### config.mk
export PLATFORM = sky130hd
export DESIGN_NAME = fcd_top
export DESIGN_NICKNAME = d
export VERILOG_FILES = /design/src/logic/fcd_pkg.sv /design/src/logic/fcd_accum.sv /design/src/logic/fcd_decode.sv /design/src/logic/fcd_top.sv
export SDC_FILE = /design/constraint.sdc
export NUM_CORES = 2
export LEC_CHECK = 0
export BUFFER_PORTS_ARGS = -buffer_cell sky130_fd_sc_hd__buf_2
export CAP_MARGIN = 20
export CELL_PAD_IN_SITES_DETAIL_PLACEMENT = 1
export CELL_PAD_IN_SITES_GLOBAL_PLACEMENT = 1
export CORE_MARGIN = 3
export CORE_UTILIZATION = 47
export DETAILED_ROUTE_END_ITERATION = 6
export PLACE_DENSITY_LB_ADDON = 0.15
export RECOVER_POWER = 25
export SYNTH_ARGS = -nofsm -noshare
export SYNTH_HDL_FRONTEND = slang
export SYNTH_HIERARCHICAL = 1
export SYNTH_SLANG_ARGS = --single-unit
### constraint.sdc
create_clock -name CLK -period 5.6 [get_ports CLK]
set_input_delay 0.28 -clock CLK [delete_from_list [all_inputs] [get_ports CLK]]
set_output_delay 0.28 -clock CLK [all_outputs]
set_load 0.01 [all_outputs]
### src/logic/fcd_pkg.sv
// Shared constants and types of the coprocessor decode front end
`default_nettype none

package fcd_pkg;

  // ----------------------------------------------------------------
  // Widths
  // ----------------------------------------------------------------
  localparam int XLEN      = 64;
  localparam int ACC_W     = 72;
  localparam int NUM_CREGS = 16;
  localparam int IDX_W     = 4;
  localparam int IMM_W     = 7;
  localparam int WORD_W    = 32;

  // ----------------------------------------------------------------
  // Instruction field positions
  // ----------------------------------------------------------------
  localparam int F_CLASS_HI = 27;
  localparam int F_LS_WIDE  = 22;
  localparam int F_LS_LOAD  = 20;
  localparam int F_MX_OP1   = 21;
  localparam int F_XFER_RD  = 20;
  localparam int F_DP_OP1   = 20;
  localparam int F_CRN      = 16;
  localparam int F_CRD      = 12;
  localparam int F_CP       = 8;
  localparam int F_OP2      = 5;
  localparam int F_XFER_BIT = 4;
  localparam int F_CRM      = 0;

  // ----------------------------------------------------------------
  // Codes
  // ----------------------------------------------------------------
  localparam logic [2:0] CLASS_LS  = 3'h6;
  localparam logic [3:0] CLASS_CO  = 4'hE;
  localparam logic [3:0] CP_FLOAT  = 4'h4;
  localparam logic [3:0] CP_INT    = 4'h5;
  localparam logic [3:0] CP_EXT    = 4'h6;

  // ----------------------------------------------------------------
  // Reset values
  // ----------------------------------------------------------------
  localparam logic [XLEN-1:0]  DATA_RST = 64'h0;
  localparam logic [ACC_W-1:0] ACC_RST  = 72'h0;

  typedef enum logic [5:0] {
    OP_NONE,
    OP_LD_S, OP_LD_D, OP_LD_32, OP_LD_64,
    OP_ST_S, OP_ST_D, OP_ST_32, OP_ST_64,
    OP_MV_SR, OP_MV_DLR, OP_MV_DHR, OP_MV_64LR, OP_MV_64HR,
    OP_RSHL32, OP_RSHL64,
    OP_MV_RS, OP_MV_RDL, OP_MV_RDH, OP_MV_R64L, OP_MV_R64H,
    OP_CMP,
    OP_ACC_LO, OP_ACC_MID, OP_ACC_TOP8, OP_ACC_SX32, OP_ACC_SX64,
    OP_ABS, OP_NEG, OP_ADD, OP_SUB,
    OP_DP_OTHER
  } fcd_op_t;

endpackage : fcd_pkg

`default_nettype wire

### src/logic/fcd_accum.sv
// Accumulator bank with its move-in formats
`default_nettype none

module fcd_accum
#(
  parameter int NUM_ACC = 4,
  parameter int SEL_W   = 2
)
(
  input  wire logic                     clk,
  input  wire logic                     rst,
  input  wire logic                     ce,
  input  wire logic                     wr_en,
  input  wire logic [SEL_W-1:0]         wr_sel,
  input  wire fcd_pkg::fcd_op_t         wr_kind,
  input  wire logic [fcd_pkg::XLEN-1:0] wr_src,
  input  wire logic [SEL_W-1:0]         rd_sel,
  output logic [fcd_pkg::ACC_W-1:0]     rd_data
);

  logic [fcd_pkg::ACC_W-1:0] acc_r [NUM_ACC];

  assign rd_data = acc_r[rd_sel];

  // ----------------------------------------------------------------
  // One writer per accumulator
  // ----------------------------------------------------------------
  for (genvar g = 0; g < NUM_ACC; g++)
  begin : g_acc
    always_ff @(posedge clk)
    begin
      if (rst)
        acc_r[g] <= fcd_pkg::ACC_RST;
      else if (ce && wr_en && wr_sel == SEL_W'(g))
      begin
        if (wr_kind == fcd_pkg::OP_ACC_LO)
          acc_r[g][31:0] <= wr_src[31:0];
        else if (wr_kind == fcd_pkg::OP_ACC_MID)
          acc_r[g][63:32] <= wr_src[31:0];
        else if (wr_kind == fcd_pkg::OP_ACC_TOP8)
          acc_r[g][71:64] <= wr_src[7:0];
        else if (wr_kind == fcd_pkg::OP_ACC_SX32)
          acc_r[g] <= {{40{wr_src[31]}}, wr_src[31:0]};
        else if (wr_kind == fcd_pkg::OP_ACC_SX64)
          acc_r[g] <= {{8{wr_src[63]}}, wr_src};
      end
    end
  end
endmodule : fcd_accum

`default_nettype wire

### src/logic/fcd_decode.sv
// Instruction decoder of the coprocessor front end
`default_nettype none

module fcd_decode
(
  input  wire logic [31:0]     instr,
  output fcd_pkg::fcd_op_t     op,
  output logic                 is_int
);

  logic [3:0] cp;
  logic [2:0] op2;
  logic [1:0] op1;
  logic       f_flt;
  logic       f_int;
  logic       f_ext;

  assign cp     = instr[fcd_pkg::F_CP +: 4];
  assign op2    = instr[fcd_pkg::F_OP2 +: 3];
  assign op1    = instr[fcd_pkg::F_DP_OP1 +: 2];
  assign f_flt  = (cp == fcd_pkg::CP_FLOAT);
  assign f_int  = (cp == fcd_pkg::CP_INT);
  assign f_ext  = (cp == fcd_pkg::CP_EXT);
  assign is_int = f_int;

  always_comb
  begin
    op = fcd_pkg::OP_NONE;
    // Load and store, width and direction only
    if (instr[fcd_pkg::F_CLASS_HI -: 3] == fcd_pkg::CLASS_LS)
    begin
      if (f_flt || f_int)
      begin
        unique case ({instr[fcd_pkg::F_LS_WIDE], instr[fcd_pkg::F_LS_LOAD]})
          2'b00: op = f_flt ? fcd_pkg::OP_ST_S : fcd_pkg::OP_ST_32;
          2'b01: op = f_flt ? fcd_pkg::OP_LD_S : fcd_pkg::OP_LD_32;
          2'b10: op = f_flt ? fcd_pkg::OP_ST_D : fcd_pkg::OP_ST_64;
          2'b11: op = f_flt ? fcd_pkg::OP_LD_D : fcd_pkg::OP_LD_64;
        endcase
      end
    end
    else if (instr[fcd_pkg::F_CLASS_HI -: 4] == fcd_pkg::CLASS_CO &&
             !instr[fcd_pkg::F_XFER_BIT])
    begin
      // Data operations
      unique case (op1)
        2'b00:
        begin
          if (f_flt || f_int)
            op = fcd_pkg::OP_DP_OTHER;
        end
        2'b01:
        begin
          if (f_flt || f_int || (f_ext && op2 == 3'h0))
            op = fcd_pkg::OP_DP_OTHER;
        end
        2'b10:
        begin
          if (f_flt)
          begin
            unique case (op2)
              3'h2:    op = fcd_pkg::OP_ACC_LO;
              3'h3:    op = fcd_pkg::OP_ACC_MID;
              3'h4:    op = fcd_pkg::OP_ACC_TOP8;
              3'h5:    op = fcd_pkg::OP_ACC_SX32;
              3'h6:    op = fcd_pkg::OP_ACC_SX64;
              3'h7:    op = fcd_pkg::OP_DP_OTHER;
              default: op = fcd_pkg::OP_NONE;
            endcase
          end
          else if (f_int || f_ext)
            op = fcd_pkg::OP_DP_OTHER;
        end
        2'b11:
        begin
          if (f_flt || f_int)
          begin
            unique case (op2[2:1])
              2'b00: op = fcd_pkg::OP_ABS;
              2'b01: op = fcd_pkg::OP_NEG;
              2'b10: op = fcd_pkg::OP_ADD;
              2'b11: op = fcd_pkg::OP_SUB;
            endcase
          end
          else if (f_ext && (op2 == 3'h3 || op2 == 3'h4))
            op = fcd_pkg::OP_DP_OTHER;
        end
      endcase
    end
    else if (instr[fcd_pkg::F_CLASS_HI -: 4] == fcd_pkg::CLASS_CO &&
             instr[fcd_pkg::F_MX_OP1 +: 3] == 3'h0)
    begin
      if (!instr[fcd_pkg::F_XFER_RD])
      begin
        // Host to coprocessor
        if (f_flt)
        begin
          unique case (op2)
            3'h0:    op = fcd_pkg::OP_MV_DLR;
            3'h1:    op = fcd_pkg::OP_MV_DHR;
            3'h2:    op = fcd_pkg::OP_MV_SR;
            default: op = fcd_pkg::OP_NONE;
          endcase
        end
        else if (f_int)
        begin
          unique case (op2)
            3'h0:    op = fcd_pkg::OP_MV_64LR;
            3'h1:    op = fcd_pkg::OP_MV_64HR;
            3'h2:    op = fcd_pkg::OP_RSHL32;
            3'h3:    op = fcd_pkg::OP_RSHL64;
            default: op = fcd_pkg::OP_NONE;
          endcase
        end
      end
      else if (f_flt || f_int)
      begin
        unique case (op2)
          3'h0:    op = f_flt ? fcd_pkg::OP_MV_RDL : fcd_pkg::OP_MV_R64L;
          3'h1:    op = f_flt ? fcd_pkg::OP_MV_RDH : fcd_pkg::OP_MV_R64H;
          3'h2:    op = f_flt ? fcd_pkg::OP_MV_RS : fcd_pkg::OP_NONE;
          3'h4:    op = fcd_pkg::OP_CMP;
          3'h5:    op = fcd_pkg::OP_CMP;
          default: op = fcd_pkg::OP_NONE;
        endcase
      end
    end
  end

endmodule : fcd_decode

`default_nettype wire

### src/logic/fcd_top.sv
// Coprocessor decode and data-movement front end, top level
`default_nettype none

// What this block does
// - Load/store bits 22,20: 00 store32, 01 load32, 10 store64, 11 load64.
// - Load/store accepts number 0100 for float, 0101 for integer.
// - Data ops from primary, number, secondary; primary 11 is abs/neg/add/sub for float and integer numbers.
// - Host-to-unit: 000 low, 001 high, 010 single or 010/011 shifts by number.
// - Unit-to-host: 000 low, 001 high, 010 single, 100/101 compares.
// - Sixteen 64-bit registers, any reachable from every register field.
// - Accumulator field selects any accumulator.
// - Immediate operand is seven bits wide.
// - 32-bit integer load sign-extends through bit 63.
// - Loads of single, double and 64-bit integer values.
// - Stores of single, double, 32-bit and 64-bit values.
// - Single move from host fills bits 63:32.
// - Double half moves fill bits 31:0 or 63:32.
// - Integer low-half move sign-extends bit 31 upward; high fills 63:32.
// - Low-half reads return bits 31:0.
// - High-half and single reads return bits 63:32.
// - Accumulator low move writes 31:0 only.
// - Accumulator middle move writes 63:32.
// - Accumulator top move writes low byte into 71:64.
// - 32-bit accumulator move sign-extends through bit 71.
// - 64-bit accumulator move sign-extends through bit 71.
// - Width bit picks 32 or 64; index, direction, writeback, offset ignored.
module fcd_top
#(
  parameter int NUM_ACC = 4
)
(
  input  wire logic                        CLK,
  input  wire logic                        RST,
  input  wire logic                        CE,
  input  wire logic                        INSTR_VALID,
  input  wire logic [31:0]                 INSTR,
  input  wire logic [fcd_pkg::XLEN-1:0]    WDATA,
  output logic                             ACCEPT,
  output logic                             RD_VALID,
  output logic [fcd_pkg::XLEN-1:0]         RD_DATA,
  output logic                             DP_VALID,
  output fcd_pkg::fcd_op_t                 DP_OP,
  output logic                             DP_WIDE,
  output logic                             DP_INT,
  output logic [fcd_pkg::IDX_W-1:0]        DP_DEST,
  output logic [fcd_pkg::IDX_W-1:0]        DP_SRC1,
  output logic [fcd_pkg::IDX_W-1:0]        DP_SRC2,
  output logic [fcd_pkg::IMM_W-1:0]        DP_IMM,
  output logic [fcd_pkg::XLEN-1:0]         DP_SRC1_DATA,
  output logic [fcd_pkg::XLEN-1:0]         DP_SRC2_DATA,
  output logic [fcd_pkg::WORD_W-1:0]       DP_HOST_DATA,
  output logic [fcd_pkg::ACC_W-1:0]        DP_ACC_DATA
);

  localparam int SEL_W = (NUM_ACC > 1) ? $clog2(NUM_ACC) : 1;

  // ----------------------------------------------------------------
  // Parameter check
  // ----------------------------------------------------------------
  if (NUM_ACC < 2 || NUM_ACC > fcd_pkg::NUM_CREGS ||
      NUM_ACC != (1 << SEL_W))
  begin : g_bad_acc
    $error("NUM_ACC must be a power of two from 2 to 16");
  end

  // ----------------------------------------------------------------
  // Decode
  // ----------------------------------------------------------------
  fcd_pkg::fcd_op_t           dec_op;
  logic                       dec_int;
  logic                       take;
  logic                       known;
  logic                       is_dp;
  logic                       is_read;
  logic [fcd_pkg::IDX_W-1:0]  dest_creg;
  logic [fcd_pkg::IDX_W-1:0]  first_src_creg;
  logic [fcd_pkg::IDX_W-1:0]  second_src_creg;
  logic [SEL_W-1:0]           accum_select;
  logic [SEL_W-1:0]           accum_read_sel;
  logic [fcd_pkg::IMM_W-1:0]  imm_nxt;
  logic [fcd_pkg::XLEN-1:0]   rd_nxt;
  logic [fcd_pkg::ACC_W-1:0]  acc_rd;
  logic [fcd_pkg::XLEN-1:0]   creg_r [fcd_pkg::NUM_CREGS];

  fcd_decode u_decode
  (
    .instr  (INSTR),
    .op     (dec_op),
    .is_int (dec_int)
  );

  // Condition, base register, index and offset bits are never examined
  assign dest_creg       = INSTR[fcd_pkg::F_CRD +: fcd_pkg::IDX_W];
  assign first_src_creg  = INSTR[fcd_pkg::F_CRN +: fcd_pkg::IDX_W];
  assign second_src_creg = INSTR[fcd_pkg::F_CRM +: fcd_pkg::IDX_W];
  assign accum_select    = SEL_W'(dest_creg);
  assign accum_read_sel  = SEL_W'(first_src_creg);
  assign imm_nxt         = {INSTR[fcd_pkg::F_OP2 +: 3], second_src_creg};

  assign take  = CE && INSTR_VALID;
  assign known = (dec_op != fcd_pkg::OP_NONE);

  always_comb
  begin
    is_dp   = 1'b0;
    is_read = 1'b0;
    unique case (dec_op)
      fcd_pkg::OP_ABS, fcd_pkg::OP_NEG, fcd_pkg::OP_ADD, fcd_pkg::OP_SUB,
      fcd_pkg::OP_DP_OTHER, fcd_pkg::OP_CMP,
      fcd_pkg::OP_RSHL32, fcd_pkg::OP_RSHL64:
        is_dp = 1'b1;
      fcd_pkg::OP_ST_S, fcd_pkg::OP_ST_D, fcd_pkg::OP_ST_32,
      fcd_pkg::OP_ST_64, fcd_pkg::OP_MV_RS, fcd_pkg::OP_MV_RDL,
      fcd_pkg::OP_MV_RDH, fcd_pkg::OP_MV_R64L, fcd_pkg::OP_MV_R64H:
        is_read = 1'b1;
      default:
      begin
        is_dp   = 1'b0;
        is_read = 1'b0;
      end
    endcase
  end

  // ----------------------------------------------------------------
  // Data returned to the host or to memory
  // ----------------------------------------------------------------
  always_comb
  begin
    rd_nxt = fcd_pkg::DATA_RST;
    unique case (dec_op)
      fcd_pkg::OP_ST_S:
        rd_nxt = {32'h0, creg_r[dest_creg][63:32]};
      fcd_pkg::OP_ST_32:
        rd_nxt = {32'h0, creg_r[dest_creg][31:0]};
      fcd_pkg::OP_ST_D, fcd_pkg::OP_ST_64:
        rd_nxt = creg_r[dest_creg];
      fcd_pkg::OP_MV_RDL, fcd_pkg::OP_MV_R64L:
        rd_nxt = {32'h0, creg_r[first_src_creg][31:0]};
      fcd_pkg::OP_MV_RS, fcd_pkg::OP_MV_RDH, fcd_pkg::OP_MV_R64H:
        rd_nxt = {32'h0, creg_r[first_src_creg][63:32]};
      default:
        rd_nxt = fcd_pkg::DATA_RST;
    endcase
  end

  // ----------------------------------------------------------------
  // General registers
  // ----------------------------------------------------------------
  always_ff @(posedge CLK)
  begin
    if (!RST && take)
    begin
      unique case (dec_op)
        fcd_pkg::OP_LD_S:
          creg_r[dest_creg][63:32] <= WDATA[31:0];
        fcd_pkg::OP_LD_D, fcd_pkg::OP_LD_64:
          creg_r[dest_creg] <= WDATA;
        fcd_pkg::OP_LD_32:
          creg_r[dest_creg] <= {{32{WDATA[31]}}, WDATA[31:0]};
        fcd_pkg::OP_MV_SR, fcd_pkg::OP_MV_DHR, fcd_pkg::OP_MV_64HR:
          creg_r[first_src_creg][63:32] <= WDATA[31:0];
        fcd_pkg::OP_MV_DLR:
          creg_r[first_src_creg][31:0] <= WDATA[31:0];
        fcd_pkg::OP_MV_64LR:
          creg_r[first_src_creg] <=
            {{32{WDATA[31]}}, WDATA[31:0]};
        default:
        begin
        end
      endcase
    end
  end

  // ----------------------------------------------------------------
  // Accumulators
  // ----------------------------------------------------------------
  fcd_accum
  #(
    .NUM_ACC (NUM_ACC),
    .SEL_W   (SEL_W)
  )
  u_accum
  (
    .clk     (CLK),
    .rst     (RST),
    .ce      (CE),
    .wr_en   (INSTR_VALID),
    .wr_sel  (accum_select),
    .wr_kind (dec_op),
    .wr_src  (creg_r[first_src_creg]),
    .rd_sel  (accum_read_sel),
    .rd_data (acc_rd)
  );

  // ----------------------------------------------------------------
  // Answer strobes
  // ----------------------------------------------------------------
  always_ff @(posedge CLK)
  begin
    if (RST)
    begin
      ACCEPT   <= 1'b0;
      RD_VALID <= 1'b0;
      DP_VALID <= 1'b0;
    end
    else if (CE)
    begin
      ACCEPT   <= INSTR_VALID && known;
      RD_VALID <= INSTR_VALID && is_read;
      DP_VALID <= INSTR_VALID && is_dp;
    end
  end

  // ----------------------------------------------------------------
  // Answer data and forwarded operands
  // ----------------------------------------------------------------
  always_ff @(posedge CLK)
  begin
    if (RST)
    begin
      RD_DATA      <= fcd_pkg::DATA_RST;
      DP_OP        <= fcd_pkg::OP_NONE;
      DP_WIDE      <= 1'b0;
      DP_INT       <= 1'b0;
      DP_DEST      <= '0;
      DP_SRC1      <= '0;
      DP_SRC2      <= '0;
      DP_IMM       <= '0;
      DP_SRC1_DATA <= fcd_pkg::DATA_RST;
      DP_SRC2_DATA <= fcd_pkg::DATA_RST;
      DP_HOST_DATA <= '0;
      DP_ACC_DATA  <= fcd_pkg::ACC_RST;
    end
    else if (take)
    begin
      RD_DATA <= rd_nxt;
      if (is_dp)
      begin
        DP_OP        <= dec_op;
        DP_WIDE      <= INSTR[fcd_pkg::F_OP2];
        DP_INT       <= dec_int;
        DP_DEST      <= dest_creg;
        DP_SRC1      <= first_src_creg;
        DP_SRC2      <= second_src_creg;
        DP_IMM       <= imm_nxt;
        DP_SRC1_DATA <= creg_r[first_src_creg];
        DP_SRC2_DATA <= creg_r[second_src_creg];
        DP_HOST_DATA <= WDATA[31:0];
        DP_ACC_DATA  <= acc_rd;
      end
    end
  end
endmodule : fcd_top

`default_nettype wire

# Yosys cells after proc, flatten, opt, wreduce, memory -nomap -nowiden
# Memory sizes are Yosys's and may differ from the RTL's. A register that Yosys moved wholly into a read port is not among the register bits.
# Index checks and enable logic that the tools add are counted.
# totals
word_cells,317
mem_count,2
ramBits,1312
out_inout_bits,326
register_bits,190
# mem_list
memory,depth,width,read_ports,rd_clocked_by_memory_dff,wr,line_no,rtl
creg_r,16,64,3,1,1,fcd_top.sv:83,logic [fcd_pkg::XLEN-1:0] creg_r [fcd_pkg::NUM_CREGS];
u_accum.acc_r,4,72,1,1,4,fcd_accum.sv:21,logic [fcd_pkg::ACC_W-1:0] acc_r [NUM_ACC];
# classes
reduce_logical,36
n_eq_ne,55
n_bitwise,41
n_mux,170
# ops
operator,n
two-way mux 32 bit,29
case mux 64 bit (5 select lines),1
two-way mux 1 bit,97
"equality test 6 x 5 -> 1 bit, second input constant",16
two-way mux 8 bit,12
case mux 6 bit (4 select lines),4
two-way mux 64 bit,1
OR reduction 64 bit,1
two-way mux 6 bit,10
"equality test 6 x 4 -> 1 bit, second input constant",8
OR 1 bit,41
case mux 5 bit (6 select lines),1
two-way mux 5 bit,5
"equality test 6 x 3 -> 1 bit, second input constant",4
"equality test 2 bit, second input constant",8
case mux 4 bit (4 select lines),1
"equality test 3 bit, second input constant",5
logical AND 1 bit,13
"equality test 4 x 3 -> 1 bit, second input constant",3
"equality test 6 x 2 -> 1 bit, second input constant",2
case mux 4 bit (3 select lines),1
OR reduction 9 bit,1
"equality test 2 x 1 -> 1 bit, second input constant",4
zero test 2 bit,4
15 further kinds,30

# Depth between registers and ports, before layout
# depth
depth_word,18
mapped_depth,15

# By module
# The synthesis kept the hierarchy.
# modules_own_cells
mod,instances,area_each_um2,seq_area_each_um2,cells_per_inst
fcd_top,1,68837.3,37175.7,4850
fcd_accum,1,14229.9,8648.3,998
fcd_decode,1,564.3,0.0,83

# Least setup slack after synthesis
# Ideal clock, no wire load.
# synth_timing
kind,input to register
startpoint,input port INSTR[6]
endpoint,"memory creg_r[4][0] (netlist bit), enable pin"
t_arrival_ns,5.078
n_path_buf,3
slack_ns,0.061
required_time_ns,5.139
stages,13
path_cell_list,buf_4 > nor2_1 > a211oi_1 > o32ai_1 > o21ai_0 > o31ai_1 > or2_1 > buf_2 > or3_1 > buf_6 > nor3_4 > mux2_2 > nor3_1
# synth_between
elab_chain_len,16
elab_cells_between_ends,65
classes_between,eq/ne: 18; mux: 34; bitwise: 3; reduce/logical: 10
# synth_rtl
element,line_no,rtl
start: declaration,fcd_top.sv:36,"input wire logic [31:0] INSTR,"
"equality test 3 bit, or another cell as far along","fcd_decode.sv:61, fcd_decode.sv:118",
OR reduction 2 bit (no line) or logical OR 1 bit (tied branches),--,
case mux 6 bit (4 select lines) or logical AND 1 bit (tied branches),"fcd_decode.sv:118, fcd_decode.sv:85",
two-way mux 6 bit or two-way mux 5 bit (tied branches),"fcd_decode.sv:116, fcd_decode.sv:85",
"two-way mux 6 bit, on equally long branches","fcd_decode.sv:93, fcd_decode.sv:76",
two-way mux 6 bit or case mux 6 bit (4 select lines) (tied branches),"fcd_decode.sv:90, fcd_decode.sv:46",
two-way mux 6 bit *,fcd_decode.sv:42,else if (instr[fcd_pkg::F_CLASS_HI -: 4] == fcd_pkg::CLASS_CO &&
two-way mux 6 bit *,fcd_decode.sv:30,if (instr[fcd_pkg::F_CLASS_HI -: 3] == fcd_pkg::CLASS_LS)
via dec_op[4],fcd_top.sv:69,fcd_pkg::fcd_op_t dec_op;
equality test 6 x 4 -> 1 bit,fcd_top.sv:153,unique case (dec_op)
OR reduction 3 bit,fcd_top.sv:153,
two-way mux 1 bit,fcd_top.sv:153,
two-way mux 1 bit,fcd_top.sv:151,if (!RST && take)
two-way mux 1 bit (implied by the code),fcd_top.sv:161,creg_r[first_src_creg][63:32] <= WDATA[31:0];
OR 1 bit (no line),--,
OR reduction 64 bit (no line),--,
two-way mux 4 bit (no line) or two-way mux 2 bit (tied branches),--,
end: declaration,fcd_top.sv:83,
# Mark *: on every way through the listed nets, which the timed path passes. The rest lies on a longest branch. The select of a mux whose other input is x is not followed.

# Final worst setup path
# layout_timing
startpoint,input port INSTR[7]
endpoint,"memory creg_r[1][53] (netlist bit), enable pin"
# layout_between
elab_chain_len,16
elab_cells_between_ends,70
classes_between,eq/ne: 19; mux: 37; bitwise: 4; reduce/logical: 10
# layout_rtl
element,line_no
"equality test 3 bit, or another cell as far along","fcd_decode.sv:61, fcd_decode.sv:118"
OR reduction 2 bit (no line) or logical OR 1 bit (tied branches),--
case mux 6 bit (4 select lines) or logical AND 1 bit (tied branches),"fcd_decode.sv:118, fcd_decode.sv:85"
two-way mux 6 bit or two-way mux 5 bit (tied branches),"fcd_decode.sv:116, fcd_decode.sv:85"
"two-way mux 6 bit, on equally long branches","fcd_decode.sv:93, fcd_decode.sv:76"
two-way mux 6 bit or case mux 6 bit (4 select lines) (tied branches),"fcd_decode.sv:90, fcd_decode.sv:46"
two-way mux 6 bit *,fcd_decode.sv:42
two-way mux 6 bit *,fcd_decode.sv:30
via dec_op[4],fcd_top.sv:69
"equality test 6 x 4 -> 1 bit, or another cell as far along",fcd_top.sv:153
OR reduction 3 bit or OR reduction 2 bit (tied branches),fcd_top.sv:153
two-way mux 1 bit,fcd_top.sv:153
two-way mux 1 bit,fcd_top.sv:151
"two-way mux 1 bit, on equally long branches","fcd_top.sv:161, fcd_top.sv:157"
OR 1 bit (no line),--
OR reduction 64 bit (no line) or OR 1 bit (tied branches),--
two-way mux 4 bit (no line) or two-way mux 2 bit (tied branches),--
# Marks and branches as above.

==> impl_metrics.csv <==
group,metric,value,unit
worst_setup_path,crit_path_max_fanout,21,
global_routing,antenna_found_initial,19,
clock_tree,cts_tree,"built",
worst_setup_path,required,6110,ps
timing,finalSetupViolations,0,
clock_tree,cts_buffers,181,
cells_and_area,final_nets,6370,
yosys,synth_edf_count,1312,
detailed_routing,firstDrtPassIters,7,
clock_tree,clockBufferDepth,3,
worst_setup_path,reg2reg_slack,2460,ps
worst_hold_path,hold_path.startpoint,"INSTR[9]",
yosys,synth_seq_area_share,54.8,%
global_routing,grt_pass1_vias,61700,
timing,worstMarginPinSlew,1600,ps
timing,rsz0062_at_grt,"false",
yosys,synth_top_family_by_area,"multiplexers",
clock_tree,cts.sinks,1633,
detailed_routing,via_per_inst,6.86,
timing,layout_worst_path_cycle_share,84.4,%
yosys,synth_xor_area_share,0.0524,%
yosys,syn_avg_cell_area,14.1,um2
global_routing,grt_pass1_wl,469,mm
floorplanning,die_area,183000,um2
worst_hold_path,hold_class,"in -> reg",
detailed_routing,first_iter_violations,6977,
cells_and_area,area.growth.synth_to_final,13.9,%
worst_setup_path,reg2reg_from,"creg_r[4][31]",
timing,finalSetupTns,0,ps
placed_design,portBuffers,421,
floorplanning,die_x,428,um
outcome,violations,"design-rule violations, max-capacitance violations, max-slew violations",
worst_hold_path,hold_depth,5,
timing,finalHoldViolCount,0,
yosys,synth_compound_area_share,8.54,%
cells_and_area,num-fill-cells,17100,
worst_setup_path,critPathArrivalTime,5240,ps
timing,final.min_clock_period,4730,ps
yosys,synth_flop_cell,"edfxtp_1",
global_routing,grt_overflow,0,
yosys,netlist_area,83600,um2
outcome,status,"finished, violations left",
floorplanning,fp-row-count,154,
clock_tree,cts_htree_levels,4,
floorplanning,die_h,428,um
detailed_routing,post-route-drc-count,1,
timing,fmax,211,MHz
power,p_leak,31.6,nW
worst_setup_path,r2r-end,"u_accum/acc_r[3][50]",
cells_and_area,fin_area,95200,um2
detailed_routing,routed-via-count,60200,
yosys,yosys.area_share.simple,8.39,%
yosys,synth_mux_area_share,25.4,%
global_routing,grt_max_degree,120,
worst_setup_path,critPathKind,"in -> reg",
clock_tree,cts-root-buf,"clkbuf_16",
placed_design,dp_hpwl,214,mm
yosys,ys_seq_elements,1633,
yosys,synth_cell_types,87,
clock_tree,path_clk_slew,70,ps
yosys,syn-num-nets,6033,
floorplanning,core-area,176000,um2
global_routing,grt_use_total,35.8,%
floorplanning,start_util,47.4,%
detailed_routing,ant_nets,0,
power,power_density,293,nW/um2
worst_hold_path,hold_path_end,"DP_INT",
yosys,yosysWarnings,6,
cells_and_area,drive_gt1_share,23.1,%
timing,slew_headroom,-6.47,%
yosys,synthArstFlopShare,0,%
power,ir_worst_vdd,0.284,mV
worst_setup_path,start_kind,"input pin",
timing,fin_skew,41.7,ps
yosys,netlist_instances,5931,
detailed_routing,wl_per_cell,37.9,um
placed_design,gp_congestion,0.919,
flow_run,maxCapViolations,4,
worst_setup_path,cp-end-kind,"register",
worst_setup_path,r2r_cells,8,
placed_design,place_area,89200,um2
floorplanning,io_pins,426,
timing,slew_violations,60,
yosys,synth_adder_area_share,0.0299,%
detailed_routing,totalWireLength,333,mm
clock_tree,clkLatencyLatePin,860,ps
[per-layer routing]
| metal | vias up | share of wire (%) | GRT usage, % |
|---|---|---|---|
| met5 | - | 0.075 | 0 |
| met4 | 10 | 8.5 | 25.4 |
| met3 | 984 | 9.8 | 8.08 |
| met2 | 3725 | 46 | 56.1 |
| met1 | 31200 | 36 | 44.3 |
| li1 | 24200 | - | - |
[cell type report]
cell class                 count  area (um2)  share of cell area, %
sequential                  1633       45800                   48.1
inverter                       9        33.8                 0.0355
antenna                        9        22.5                 0.0236
timing repair buffer         683        4540                   4.77
multi-input combinational   3760       35900                   37.7
clock inverter                73         724                  0.761
tap                         2340        2930                   3.07
clock buffer                 268        5250                   5.51
[worst max-delay path by stage]
| stage | startpoint | to | slack [ps] | cells past startpoint |
|---|---|---|---|---|
| floorplan | INSTR[6] | creg_r[4][0] | 60 | 13 |
| global placement | INSTR[7] | creg_r[11][53] | 670 | 13 |
| detailed placement | INSTR[7] | creg_r[11][57] | 610 | 13 |
| CTS | INSTR[7] | creg_r[11][37] | 940 | 14 |
| global route | INSTR[7] | creg_r[0][58] | 680 | 14 |
| finish | INSTR[7] | creg_r[1][53] | 870 | 14 |
[critical path, stage by stage]
cell,delay [ps]
dlygate4sd3_1,520
buf_2,230
and3b_1,220
a211oi_1,280
o32ai_1,160
o21ai_0,250
o31ai_2,170
or2_1,350
or3_1,560
nor3_4,570
mux2i_1,790
nand2b_1,450
nor2_4,60
buf_4,300
[power breakdown]
part	internal [mW]	leakage, nW	switching (mW)
logic	0.926	13.8	1.76
registers	13.1	14.9	0.0171
clock network	7.01	2.92	5.10
total	21.1	31.6	6.88
[through the flow]
step | utilization [%] | hold slack [ps] | setup WS (ps) | total power [mW] | std cells
final | 54.0 | 52.7 | 872 | 28.0 | 8775
after global routing | 53.9 | 98.7 | 681 | 28.6 | 8766
after floorplan | - | 379 | 61.1 | 14.9 | 5931
after CTS | 54.2 | 12.2 | 941 | 28.0 | 8765
after detailed placement | 50.5 | 445 | 608 | 16.0 | 8377
after global placement | 50.5 | 438 | 666 | 16.0 | 8375
[layout by cell type (no fill, tap or decap), types with 40 or more instances in the layout]
| master | netlist | final |
|---|---|---|
| o22ai_1 | 60 | 60 |
| and2_1 | 133 | 131 |
| nor2_1 | 302 | 278 |
| a2bb2oi_1 | 82 | 82 |
| o21ai_0 | 52 | 45 |
| nor3_2 | 28 | 42 |
| clkbuf_16 | 0 | 187 |
| nand2b_1 | 73 | 73 |
| buf_2 | 130 | 73 |
| a221oi_1 | 56 | 56 |
| buf_12 | 0 | 54 |
| a211oi_1 | 44 | 44 |
| buf_4 | 13 | 162 |
| o21a_1 | 43 | 43 |
| mux4_2 | 749 | 749 |
| dlygate4sd3_1 | 0 | 47 |
| nor3_1 | 78 | 64 |
| a22oi_1 | 91 | 91 |
| mux2i_1 | 403 | 403 |
| nand2_1 | 752 | 751 |
| nand3_1 | 40 | 40 |
| a2111oi_0 | 43 | 43 |
| dfxtp_1 | 321 | 321 |
| clkbuf_1 | 305 | 390 |
| a21oi_1 | 421 | 416 |
| edfxtp_1 | 1312 | 1312 |
[what timing repair did]
action,4_1_cts,5_1_grt
resized for setup,0,0
endpoints found under the setup margin,0,0
setup buffers,0,0
hold endpoints to repair,638,0
hold buffers,47,0
[cells in the mapped netlist, types with 5 or more instances]
cell	instances	area, um2
o2111ai_1	6	52.6
a22oi_1	91	683
nand2b_1	73	457
a21o_1	6	45.0
nand3_1	40	200
buf_1	72	270
inv_1	8	30.0
mux2_2	33	372
a311oi_1	22	193
nand4_1	7	43.8
a211oi_1	44	330
clkbuf_1	305	1140
edfxtp_1	1312	39400
a22o_1	29	254
a221oi_1	56	490
nand2_1	752	2820
nor3_1	78	390
a21boi_0	27	203
buf_2	130	651
buf_6	9	101
o221a_2	6	67.6
nor3_2	28	280
o21ai_0	52	260
nor2b_1	36	225
o22ai_1	60	375
nor2_1	302	1130
o211ai_1	17	128
a2bb2oi_1	82	718
a32oi_1	7	61.3
mux2i_1	403	4030
nor4_4	8	170
dfxtp_1	321	6430
a2bb2oi_2	11	165
or2_1	5	31.3
and2_1	133	832
a21oi_1	421	2110
a2111oi_0	43	377
a21boi_1	5	37.5
o21a_1	43	323
o221ai_1	11	96.3
mux4_2	749	16900
buf_4	13	97.6
[state kept, by name (all words and copies together), names as in the netlist, 6 cells and up]
signal,count
RD_DATA,64
DP_ACC_DATA,72
DP_HOST_DATA,32
u_accum/acc_r,288
DP_OP,6
DP_SRC1_DATA,64
creg_r,1024
DP_SRC2_DATA,64
[cells by family after synthesis]
kind of cell,Yosys count
compound gates,1058
simple gates,1509
xor+xnor,5
fa+ha+maj,2
mux,1185
other cells,1
flops,1633
buf+inv,538
(Power assumes the default switching activity.)
